--- src/cid_pkg.sv ---
// Package of opcode, function and sub-field encodings for the compressed instruction decoder
package cid_pkg;
   // =====================================================
   // Field positions inside a 16-bit instruction halfword
   localparam int OP_HI = 15;
   localparam int OP_LO = 11;
   localparam int SUB3_HI = 10;
   localparam int SUB3_LO = 8;
   localparam int RY_HI = 7;
   localparam int RY_LO = 5;
   localparam int FN5_HI = 4;
   localparam int FN5_LO = 0;
   localparam int FN2_HI = 1;
   localparam int FN2_LO = 0;
   localparam int RRIA_BIT = 4;
   localparam int FRAME_BIT = 7;
   localparam int CALL_X_BIT = 10;  // Bit 26 of the 32-bit call form, within its first halfword
   localparam int HALF_W = 16;
   localparam int WORD_W = 32;

   // =====================================================
   // Major opcodes (row bits 15..14, column bits 13..11)
   localparam logic [4:0] OP_SP_ADD = 5'h00;
   localparam logic [4:0] OP_PC_ADD = 5'h01;
   localparam logic [4:0] OP_BRANCH = 5'h02;
   localparam logic [4:0] OP_CALL = 5'h03;
   localparam logic [4:0] OP_BRANCH_IF_ZERO = 5'h04;
   localparam logic [4:0] OP_BRANCH_IF_NONZERO = 5'h05;
   localparam logic [4:0] OP_SHIFT = 5'h06;
   localparam logic [4:0] OP_RRIA = 5'h08;
   localparam logic [4:0] OP_IMM_ADD = 5'h09;
   localparam logic [4:0] OP_LESS_THAN_IMM = 5'h0a;
   localparam logic [4:0] OP_LESS_THAN_IMM_UNSIGNED = 5'h0b;
   localparam logic [4:0] OP_I8 = 5'h0c;
   localparam logic [4:0] OP_LDI = 5'h0d;
   localparam logic [4:0] OP_COMPARE_IMM = 5'h0e;
   localparam logic [4:0] OP_LDB = 5'h10;
   localparam logic [4:0] OP_LDH = 5'h11;
   localparam logic [4:0] OP_LDWSP = 5'h12;
   localparam logic [4:0] OP_LDW = 5'h13;
   localparam logic [4:0] OP_LDBU = 5'h14;
   localparam logic [4:0] OP_LDHU = 5'h15;
   localparam logic [4:0] OP_LDWPC = 5'h16;
   localparam logic [4:0] OP_STB = 5'h18;
   localparam logic [4:0] OP_STH = 5'h19;
   localparam logic [4:0] OP_STWSP = 5'h1a;
   localparam logic [4:0] OP_STW = 5'h1b;
   localparam logic [4:0] OP_THREE = 5'h1c;
   localparam logic [4:0] OP_TWO = 5'h1d;
   localparam logic [4:0] OP_PREFIX = 5'h1e;
   localparam logic [2:0] COL_HIGHER = 3'h7;

   // =====================================================
   // Decoded operations
   typedef enum logic [6:0] {
      CID_NONE, CID_SP_ADD, CID_PC_ADD, CID_BRANCH, CID_CALL, CID_CALL_SW, CID_BRANCH_IF_ZERO, CID_BRANCH_IF_NONZERO,
      CID_SLL, CID_SRL, CID_SRA, CID_ADD3I, CID_IMM_ADD, CID_LESS_THAN_IMM, CID_LESS_THAN_IMM_UNSIGNED, CID_BRANCH_T_ZERO,
      CID_BRANCH_T_NONZERO, CID_RA_STORE, CID_STACK_ADJ, CID_POP, CID_PUSH, CID_MOV_TO, CID_MOV_FROM,
      CID_LDI, CID_COMPARE_IMM, CID_LDB, CID_LDH, CID_LDWSP, CID_LDW, CID_LDBU, CID_LDHU, CID_LDWPC,
      CID_STB, CID_STH, CID_STWSP, CID_STW, CID_ADD, CID_SUB, CID_JR_RX, CID_JR_RA, CID_JALR,
      CID_JRC_RX, CID_JRC_RA, CID_JALRC, CID_DBG_BRK, CID_SLT, CID_LESS_THAN_UNSIGNED, CID_VAR_LEFT_LOGICAL, CID_TRAP,
      CID_VAR_RIGHT_LOGICAL, CID_VAR_RIGHT_ARITH, CID_CMP, CID_NEGATE, CID_AND, CID_OR, CID_XOR, CID_NOT, CID_RD_HI,
      CID_RD_LO, CID_ZEB, CID_ZEH, CID_SEB, CID_SEH, CID_MULS, CID_MULU, CID_DIVS, CID_UNSIGNED_QUOTIENT
   } cid_op_type;

   // Exception causes
   typedef enum logic [1:0] {
      CID_EXC_NONE = 2'h0, CID_EXC_RESERVED = 2'h1, CID_EXC_COP_UNUSABLE = 2'h2
   } cid_exc_type;

   // Decoder states: waiting for first halfword, or for the second of a pair
   typedef enum logic [1:0] {
      CID_FIRST = 2'b00, CID_SECOND = 2'b01
   } cid_state_type;
endpackage : cid_pkg

--- src/cid_decoder.sv ---
// Compressed instruction decoder with halfword pairing and exception classification
`timescale 1ns/1ps
module cid_decoder
   import cid_pkg::*;
#(
   parameter bit DEBUG_PRESENT = 1'b1,
   parameter bit EXTENSION_PRESENT = 1'b0,
   parameter bit COMPAT_MODE = 1'b0
)
(
   input wire logic clk_sys,
   input wire logic reset_n,
   input wire logic [WORD_W-1:0] fetchWord,
   input wire logic fetchValid,
   input wire logic fetchUncached,
   input wire logic bigEndian,
   input wire logic kernelMode,
   input wire logic debugMode,
   input wire logic wide64Enabled,
   input wire logic restrictedCode,
   input wire logic restrictedCop,
   input wire logic copAllowed,
   input wire logic extensionCode,
   input wire logic flush,
   output logic fetchReady,
   output logic fetchHalfOnly,
   output logic opValid,
   output cid_op_type opCode,
   output logic [WORD_W-1:0] instr,
   output logic instrWide,
   output cid_exc_type exception
);
   typedef struct packed {
      cid_state_type phase;
      logic [HALF_W-1:0] firstHalf;
      logic firstIsPrefix;
      logic useUpper;
      logic fetchReady;
      logic fetchHalfOnly;
      logic opValid;
      cid_op_type opCode;
      logic [WORD_W-1:0] instr;
      logic instrWide;
      cid_exc_type exception;
   } cid_dec_type;

   cid_dec_type state;
   cid_dec_type next_state;
   logic [HALF_W-1:0] half;
   logic halfValid;
   logic [HALF_W-1:0] lead;
   logic [HALF_W-1:0] body;
   logic pairDone;
   logic prefixed;
   cid_op_type dop;
   logic resv;
   logic nonExt;
   logic [4:0] op;
   logic [2:0] sub3;
   logic [2:0] ry;
   logic [4:0] fn5;
   logic [1:0] fn2;

   // =====================================================
   // Halfword picked by endianness and position
   cid_halfword_select u_sel (
      .clk_sys(clk_sys),
      .reset_n(reset_n),
      .word(fetchWord),
      .upper(state.useUpper),
      .valid(fetchValid && !flush),
      .half(half),
      .halfValid(halfValid)
   );

   // =====================================================
   // Instruction assembly: lead halfword carries the prefix or call head
   always_comb begin
      pairDone = state.phase == CID_SECOND;
      prefixed = pairDone && state.firstIsPrefix;
      lead = pairDone ? state.firstHalf : half;
      body = (pairDone && !state.firstIsPrefix) ? state.firstHalf : half;
      op = body[OP_HI:OP_LO];
      sub3 = body[SUB3_HI:SUB3_LO];
      ry = body[RY_HI:RY_LO];
      fn5 = body[FN5_HI:FN5_LO];
      fn2 = body[FN2_HI:FN2_LO];
   end

   // =====================================================
   // Opcode and sub-field classification
   always_comb begin
      dop = CID_NONE;
      resv = 1'b0;
      nonExt = 1'b0;
      case (op)
         OP_SP_ADD: dop = CID_SP_ADD;
         OP_PC_ADD: dop = CID_PC_ADD;
         OP_BRANCH: dop = CID_BRANCH;
         OP_CALL: begin
            dop = lead[CALL_X_BIT] ? CID_CALL_SW : CID_CALL;
            nonExt = 1'b1;
         end
         OP_BRANCH_IF_ZERO: dop = CID_BRANCH_IF_ZERO;
         OP_BRANCH_IF_NONZERO: dop = CID_BRANCH_IF_NONZERO;
         OP_SHIFT: begin
            case (fn2)
               2'h0: dop = CID_SLL;
               2'h2: dop = CID_SRL;
               2'h3: dop = CID_SRA;
               default: resv = 1'b1;
            endcase
         end
         OP_RRIA: begin
            if (body[RRIA_BIT]) begin
               resv = 1'b1;
            end else begin
               dop = CID_ADD3I;
            end
         end
         OP_IMM_ADD: dop = CID_IMM_ADD;
         OP_LESS_THAN_IMM: dop = CID_LESS_THAN_IMM;
         OP_LESS_THAN_IMM_UNSIGNED: dop = CID_LESS_THAN_IMM_UNSIGNED;
         OP_I8: begin
            case (sub3)
               3'h0: dop = CID_BRANCH_T_ZERO;
               3'h1: dop = CID_BRANCH_T_NONZERO;
               3'h2: dop = CID_RA_STORE;
               3'h3: dop = CID_STACK_ADJ;
               3'h4: dop = body[FRAME_BIT] ? CID_PUSH : CID_POP;
               3'h5: begin
                  dop = CID_MOV_TO;
                  nonExt = 1'b1;
               end
               3'h7: begin
                  dop = CID_MOV_FROM;
                  nonExt = 1'b1;
               end
               default: resv = 1'b1;
            endcase
         end
         OP_LDI: dop = CID_LDI;
         OP_COMPARE_IMM: dop = CID_COMPARE_IMM;
         OP_LDB: dop = CID_LDB;
         OP_LDH: dop = CID_LDH;
         OP_LDWSP: dop = CID_LDWSP;
         OP_LDW: dop = CID_LDW;
         OP_LDBU: dop = CID_LDBU;
         OP_LDHU: dop = CID_LDHU;
         OP_LDWPC: dop = CID_LDWPC;
         OP_STB: dop = CID_STB;
         OP_STH: dop = CID_STH;
         OP_STWSP: dop = CID_STWSP;
         OP_STW: dop = CID_STW;
         OP_THREE: begin
            nonExt = 1'b1;
            case (fn2)
               2'h1: dop = CID_ADD;
               2'h3: dop = CID_SUB;
               default: resv = 1'b1;
            endcase
         end
         OP_TWO: begin
            nonExt = 1'b1;
            case (fn5)
               5'h00: begin
                  case (ry)
                     3'h0: dop = CID_JR_RX;
                     3'h1: dop = CID_JR_RA;
                     3'h2: dop = CID_JALR;
                     3'h4: dop = CID_JRC_RX;
                     3'h5: dop = CID_JRC_RA;
                     3'h6: dop = CID_JALRC;
                     default: resv = 1'b1;
                  endcase
               end
               5'h01: begin
                  if (DEBUG_PRESENT) begin
                     dop = CID_DBG_BRK;
                  end else begin
                     resv = 1'b1;
                  end
               end
               5'h02: dop = CID_SLT;
               5'h03: dop = CID_LESS_THAN_UNSIGNED;
               5'h04: dop = CID_VAR_LEFT_LOGICAL;
               5'h05: dop = CID_TRAP;
               5'h06: dop = CID_VAR_RIGHT_LOGICAL;
               5'h07: dop = CID_VAR_RIGHT_ARITH;
               5'h0a: dop = CID_CMP;
               5'h0b: dop = CID_NEGATE;
               5'h0c: dop = CID_AND;
               5'h0d: dop = CID_OR;
               5'h0e: dop = CID_XOR;
               5'h0f: dop = CID_NOT;
               5'h10: dop = CID_RD_HI;
               5'h11: begin
                  case (ry)
                     3'h0: dop = CID_ZEB;
                     3'h1: dop = CID_ZEH;
                     3'h4: dop = CID_SEB;
                     3'h5: dop = CID_SEH;
                     default: resv = 1'b1;
                  endcase
               end
               5'h12: dop = CID_RD_LO;
               5'h18: dop = CID_MULS;
               5'h19: dop = CID_MULU;
               5'h1a: dop = CID_DIVS;
               5'h1b: dop = CID_UNSIGNED_QUOTIENT;
               default: resv = 1'b1;
            endcase
         end
         default: resv = 1'b1;
      endcase
      if (op[2:0] == COL_HIGHER) begin
         resv = 1'b1;
      end
   end

   // =====================================================
   // Sequencing, fetch control and result registers
   always_comb begin
      next_state = state;
      next_state.opValid = 1'b0;
      next_state.fetchHalfOnly = fetchUncached;
      // A held word yields its halves on two edges; ask for a new word after the second
      if (fetchValid) begin
         next_state.useUpper = !state.useUpper;
         next_state.fetchReady = (state.useUpper != bigEndian);
      end
      if (flush) begin
         next_state.phase = CID_FIRST;
         next_state.useUpper = bigEndian;
         next_state.fetchReady = 1'b1;
      end else if (halfValid) begin
         if (!pairDone && (op == OP_PREFIX || op == OP_CALL)) begin
            next_state.phase = CID_SECOND;
            next_state.firstHalf = half;
            next_state.firstIsPrefix = op == OP_PREFIX;
         end else begin
            next_state.phase = CID_FIRST;
            next_state.opValid = 1'b1;
            next_state.instrWide = pairDone;
            next_state.instr = pairDone ? {state.firstHalf, half} : {{HALF_W{1'b0}}, half};
            next_state.opCode = dop;
            next_state.exception = CID_EXC_NONE;
            if (resv || (prefixed && nonExt)) begin
               next_state.exception = CID_EXC_RESERVED;
               next_state.opCode = CID_NONE;
            end else if (EXTENSION_PRESENT == 1'b0 && extensionCode) begin
               next_state.exception = CID_EXC_RESERVED;
               next_state.opCode = CID_NONE;
            end else if (COMPAT_MODE && restrictedCode && !(kernelMode || debugMode || wide64Enabled)) begin
               // Restricted code outside privileged modes traps
               next_state.exception = (restrictedCop && !copAllowed) ? CID_EXC_COP_UNUSABLE : CID_EXC_RESERVED;
               next_state.opCode = CID_NONE;
            end
         end
      end
   end

   always_ff @(posedge clk_sys or negedge reset_n) begin
      if (!reset_n) begin
         state <= '{phase: CID_FIRST, useUpper: 1'b1, fetchReady: 1'b1, opCode: CID_NONE,
                    exception: CID_EXC_NONE, default: '0};
      end else begin
         state <= next_state;
      end
   end

   // =====================================================
   // Registered outputs
   assign fetchReady = state.fetchReady;
   assign fetchHalfOnly = state.fetchHalfOnly;
   assign opValid = state.opValid;
   assign opCode = state.opCode;
   assign instr = state.instr;
   assign instrWide = state.instrWide;
   assign exception = state.exception;
endmodule : cid_decoder

--- src/cid_halfword_select.sv ---
// Halfword selector that picks one instruction halfword from a fetched word by the upper input
`timescale 1ns/1ps
module cid_halfword_select
   import cid_pkg::*;
(
   input wire logic clk_sys,
   input wire logic reset_n,
   input wire logic [WORD_W-1:0] word,
   input wire logic upper,
   input wire logic valid,
   output logic [HALF_W-1:0] half,
   output logic halfValid
);
   typedef struct packed {
      logic [HALF_W-1:0] half;
      logic halfValid;
   } cid_sel_type;

   cid_sel_type state;
   cid_sel_type next_state;

   // =====================================================
   // Pick the chosen halfword
   always_comb begin
      next_state = state;
      next_state.halfValid = valid;
      if (valid) begin
         next_state.half = upper ? word[WORD_W-1:HALF_W] : word[HALF_W-1:0];
      end
   end

   always_ff @(posedge clk_sys or negedge reset_n) begin
      if (!reset_n) begin
         state <= '0;
      end else begin
         state <= next_state;
      end
   end

   assign half = state.half;
   assign halfValid = state.halfValid;
endmodule : cid_halfword_select

--- config.mk ---
export PLATFORM = sky130hd
export DESIGN_NAME = cid_decoder
export DESIGN_NICKNAME = d
export VERILOG_FILES = /design/src/cid_pkg.sv /design/src/cid_decoder.sv /design/src/cid_halfword_select.sv
export SDC_FILE = /design/constraint.sdc
export NUM_CORES = 1
export LEC_CHECK = 0
export ABC_AREA = 0
export BUFFER_PORTS_ARGS = -buffer_cell sky130_fd_sc_hd__buf_2
export CORE_MARGIN = 2
export CORE_UTILIZATION = 55
export DETAILED_ROUTE_END_ITERATION = 10
export GPL_TIMING_DRIVEN = 0
export PLACE_DENSITY = 0.82
export SLEW_MARGIN = 20
export SYNTH_ARGS = -nofsm -noshare
export SYNTH_HDL_FRONTEND = slang
export SYNTH_HIERARCHICAL = 1
export SYNTH_SLANG_ARGS = --single-unit
--- constraint.sdc ---
create_clock -name clk_sys -period 6.2 [get_ports clk_sys]
set_input_delay 0.93 -clock clk_sys [delete_from_list [all_inputs] [get_ports clk_sys]]
set_output_delay 0.93 -clock clk_sys [all_outputs]
set_load 0.03 [all_outputs]
; Yosys cells after proc, flatten, opt, wreduce, memory -nomap -nowiden
; Cells that the tools add are included.
[op_classes]
eq_ne = 64
mux = 38
bitwise = 2
n_reduce_logical = 29
[ops]
columns = operator, n
row1 = 7-bit one-hot mux with 27 select lines, 1
row2 = 7-bit one-hot mux with 21 select lines, 1
row3 = 43-bit two-way mux, 3
row4 = "5-bit equality test, second input constant", 21
row5 = "5-bit by 4-bit equality test with 1-bit output, second input constant", 13
row6 = 6-bit one-hot mux with 6 select lines, 1
row7 = "5-bit by 3-bit equality test with 1-bit output, second input constant", 7
row8 = 5-bit one-hot mux with 7 select lines, 1
row9 = 16-bit two-way mux, 2
row10 = 32-bit two-way mux, 1
row11 = 6-bit one-hot mux with 4 select lines, 1
row12 = 22-bit OR reduction, 1
row13 = "3-bit equality test, second input constant", 7
row14 = "5-bit by 2-bit equality test with 1-bit output, second input constant", 4
row15 = 19-bit two-way mux, 1
row16 = 19-bit OR reduction, 1
row17 = 17-bit two-way mux, 1
row18 = 7-bit two-way mux, 2
row19 = 1-bit two-way mux, 12
row20 = 4-bit one-hot mux with 3 select lines, 1
row21 = 6-bit one-hot mux with 2 select lines, 1
row22 = 11-bit two-way mux, 1
row23 = "5-bit by 1-bit equality test with 1-bit output, second input constant", 2
row24 = 5-bit zero test, 2
row25 = other kinds (24), 45
[totals]
ff_bits = 82
input_bits = 45
output_inout_bits = 45
elab_cells = 146

; Logic depth before layout (Yosys ltp)
[depth]
ltp_word = 14
mapped_depth = 11
mapped_depth_nobuf = 8

; Hierarchy
; The synthesis kept the hierarchy.
[by_module_without_submodules]
columns = mod, n_inst, cells_per_inst, area_each_um2, seq_area_each_um2
row1 = cid_decoder, 1, 437, 4197.8, 1579.0
row2 = cid_halfword_select, 1, 70, 770.7, 425.4

; Worst setup path after synthesis
; Ideal clock, no wire load.
[synth_path]
path_type = register to register
startpoint = register state[63] in the netlist's numbering
endpoint = register state[50] in the netlist's numbering
setup_time_ns = 0.128
arrival_ns = 2.301
t_required_ns = 6.072
path_slack_ns = 3.771
path_stages_with_launch = 10
n_path_buf = 3
period_less_slack_ns = 2.429
path_cell_list = dfrtp_1 > and2b_1 > buf_4 > buf_6 > o31ai_1 > and3_1 > o21bai_4 > nor3_4 > buf_4 > mux2_1
[synth_via]
elab_chain_cells = 7
word_cells_on_any_way = 9
classes_between = 3 x eq/ne / 1 x mux / 5 x reduce/logical
[synth_lines]
columns = element, line_no
row1 = from (decl), cid_decoder.sv:47  ; cid_dec_type state;
row2 = from (signal assigned), cid_decoder.sv:265  ; state <= '{phase: CID_FIRST, useUpper: 1'b1, fetchReady: 1'b1, opCode: CID_NONE,
row3 = from (signal assigned), cid_decoder.sv:268  ; state <= next_state;
row4 = 2-bit by 1-bit equality test with 1-bit output (*), cid_decoder.sv:79  ; pairDone = state.phase == CID_SECOND;
row5 = 1-bit logical AND, cid_decoder.sv:82  ; body = (pairDone && !state.firstIsPrefix) ? state.firstHalf : half;
row6 = 16-bit two-way mux, cid_decoder.sv:82
row7 = 5-bit equality test or 5-bit by 2-bit equality test with 1-bit output (tied branches), cid_decoder.sv:237  ; if (!pairDone && (op == OP_PREFIX || op == OP_CALL)) begin
row8 = 1-bit logical OR, cid_decoder.sv:237
row9 = 1-bit logical AND (*), cid_decoder.sv:237
row10 = 3-bit AND reduction (no line) (*), -
; Mark *: on every way between the ends. The rest lies on a longest branch, timed or not.
; A chain may end at the register's enable or synchronous reset.

; Worst setup path in the final report
[layout_path]
startpoint = register state[63] in the netlist's numbering
endpoint = register state[51] in the netlist's numbering
; Same word-level chain as after synthesis.

==> results.sh <==
export IMPL_clock_path_buffers=2
export IMPL_synth_most_common_cell="dfrtp_1"
export IMPL_hpwl_um=10000
export IMPL_fillers=705
export IMPL_finalSetupTns_ns=0
export IMPL_clk_pin_slew_ns=0.09
export IMPL_async_flop_share_pct=100
export IMPL_worst_pin_slew_ns=1.01
export IMPL_syn_nets=552
export IMPL_multi_input_area_sq_um=2400
export IMPL_criticalPathCategory="reg -> reg"
export IMPL_start_util_pct=57.0
export IMPL_cts_sinks=80
export IMPL_drive_gt1_share_pct=32.9
export IMPL_startpoint="state[63]$_DFFE_PN0P_"
export IMPL_worstPathRequired_ns=6.45
export IMPL_status="complete, no violations"
export IMPL_start_kind="flip-flop"
export IMPL_grt_max_degree=59
export IMPL_worstReg2RegEnd="state[51]$_DFFE_PN0P_"
export IMPL_io_pins=90
export IMPL_hold_buffers=0
export IMPL_synth_simple_area_share_pct=15.2
export IMPL_ir_worst_vdd_v=0.000170
export IMPL_synth_top_area_share_pct=39.3
export IMPL_antenna_left=0
export IMPL_synth_xor_area_share_pct=0.881
export IMPL_finalClockSkew_ns=0.0114
export IMPL_routedWlPerCell_um=18.8
export IMPL_io_buffers=81
export IMPL_fin_crit_sh_pct=47.9
export IMPL_placed_area_sq_um=5540
export IMPL_rrSetupSlack_ns=3.23
export IMPL_synth_top_family_by_area="compound AO/OA/AOI/OAI gates"
export IMPL_max_freq_mhz=337
export IMPL_core_rowCount=34
export IMPL_cts_setup_buffers=0
export IMPL_h_tree_depth=3
export IMPL_setup_viol=0
export IMPL_critPathCaptureType="flip-flop"
export IMPL_syn_area_sq_um=4970
export IMPL_final_max_slew_violation_count=0
export IMPL_synth_mux_area_share_pct=13.3
export IMPL_synth_seq_cells=80
export IMPL_grt_usage_pct=28.5
export IMPL_grt_pass1_vias=4341
export IMPL_synth_fa_ha_area_share_pct=0
export IMPL_synth_main_ff_cell="dfrtp_1"
export IMPL_slew_headroom_pct=32.7
export IMPL_synth_area_leaders="dfrtp_1, buf_4, mux2i_1"
export IMPL_grt_pass1_wl_um=21800
export IMPL_routabilityCongestion=0.908
export IMPL_synth_cell_type_count=72
export IMPL_core_area_sq_um=8720
export IMPL_grt_ovfl_total=0
export IMPL_cap_violations=0
export IMPL_synth_edf_count=0
export IMPL_cts_root_buf="clkbuf_8"
export IMPL_worstSetupEndpoint="state[51]$_DFFE_PN0P_"
export IMPL_die_h_um=99.0
export IMPL_cts_made_buffers=9
export IMPL_reg2regPathDepth=9
export IMPL_ys_seq_area_share_pct=40.3
export IMPL_fin_area_sq_um=5750
export IMPL_first_pass_iters=6
export IMPL_antenna_found_initial=0
export IMPL_cts_tree="done"
export IMPL_period_needed_ns=2.97
export IMPL_first_iter_violations=305
export IMPL_diodes=0
export IMPL_synth_compound_area_share_pct=18.9
export IMPL_hp_class="in -> async"
export IMPL_syn_inst=507
export IMPL_synth_top_cell_by_area="dfrtp_1"
export IMPL_synth_warnings=6
export IMPL_cts_resized=0
export IMPL_drt_wl_total_um=13400
export IMPL_syn_area_per_cell_sq_um=9.80
export IMPL_synth_commonest_cells="dfrtp_1, buf_4, nand2_1"
export IMPL_drc=0
export IMPL_p_leak_nw=2.72
export IMPL_rsz0062_at_grt="false"
export IMPL_hold_viol_final=0
export IMPL_dieArea_sq_um=9810
export IMPL_powerDensity_nw_per_um2=321
export IMPL_clock_latency_ns=0.37
export IMPL_viasPerCell=6.09
export IMPL_critical_path_max_fanout=10
export IMPL_cp_data_arrival_time_ns=3.22
export IMPL_syn_to_final_growth_pct=15.8
export IMPL_dieWidth_um=99.0
export IMPL_seqCellArea_sq_um=2000
export IMPL_finalNetCount=645
export IMPL_crit_reg2reg_launch="state[63]$_DFFE_PN0P_"
export IMPL_vias=4339
## per-stage QoR
| stage | hold slack, ns | power (mW) | utilization, % | worst slack [ns] | instances |
|---|---|---|---|---|---|
| 2_1_floorplan | 0.451 | 1.22 | - | 3.77 | 507 |
| 3_3_place_gp | 0.456 | 1.40 | 63.2 | 3.40 | 696 |
| 3_5_place_dp | 0.461 | 1.43 | 63.5 | 3.30 | 697 |
| 4_1_cts | 0.457 | 1.84 | 66.0 | 3.27 | 713 |
| 5_1_grt | 0.465 | 1.95 | 66.0 | 3.11 | 713 |
| 6_report | 0.447 | 1.85 | 66.0 | 3.23 | 713 |
## worst max-delay path: stages, from the launching register on
cell      delay (ns)
dfrtp_1         0.45
and2b_1         0.18
buf_4           0.18
buf_6           0.18
o31ai_1         0.38
and3_1          0.35
o21bai_4        0.12
nor3_4          0.38
buf_4           0.27
mux2_1          0.35
## how the worst min path moves through the flow
stage                                from                 endpoint  cells after the start  slack [ns]
floorplan            instr[0]$_DFFE_PN0P_     instr[0]$_DFFE_PN0P_                      2        0.45
global placement    instrWide$_DFFE_PN0P_    instrWide$_DFFE_PN0P_                      1        0.46
detailed placement  instrWide$_DFFE_PN0P_    instrWide$_DFFE_PN0P_                      1        0.46
CTS                               reset_n    instr[17]$_DFFE_PN0P_                      1        0.46
global route                      reset_n  fetchHalfOnly$_DFF_PN0_                      1        0.46
finish                            reset_n    instr[17]$_DFFE_PN0P_                      1        0.45
## layout make-up
cell class | instances | share of cell area (%)
buffer | 68 | 8.59
clock inverter | 6 | 1.33
multi-input combinational | 341 | 41.8
timing repair buffer | 82 | 7.57
tap | 108 | 2.35
inverter | 18 | 1.17
clock buffer | 10 | 2.39
sequential | 80 | 34.8
## registers in the layout, indices dropped and copies added (netlist names)
name,cells
fetchHalfOnly,1
instr,32
fetchReady,1
opCode,7
instrWide,1
u_sel/half,16
opValid,1
u_sel/halfValid,1
state,19
exception,1
## cells by family (layout without fill, tap and decap cells)
kind of cell	after synthesis	count (layout)
flops	80	80
simple gates	138	138
buf+inv	86	184
compound gates	136	136
xor+xnor	5	5
mux	61	61
other cells	1	1
## layer usage
layer	vias up	global-route usage, %	part of all wire [%]
met5	-	0	0
met4	0	11.2	2.9
met3	37	5.89	8.2
met2	252	46.3	48
met1	2046	37.4	41
li1	2004	-	-
## cell usage in the layout, fill, tap and decap left out, drive strengths merged, types with 3 or more instances in the layout
cell type	n
a31oi	8
dfrtp	78
o21ai	30
mux2i	36
a22o	17
nor3	12
nand4b	4
or4b	3
a2111oi	3
nor4bb	7
a21oi	38
a31o	4
inv	20
nor2	33
mux2	25
nand3	10
o31ai	10
xnor2	5
nor2b	3
nand2	41
a221oi	3
and3	3
clkinv	3
buf	140
clkbuf	20
o211ai	4
nand4	5
## power by group
part	switching, mW	internal [mW]
clock	0.215	0.203
sequential	0.127	0.632
combinational	0.393	0.278
No activity file was read; power rests on OpenSTA's default activity.
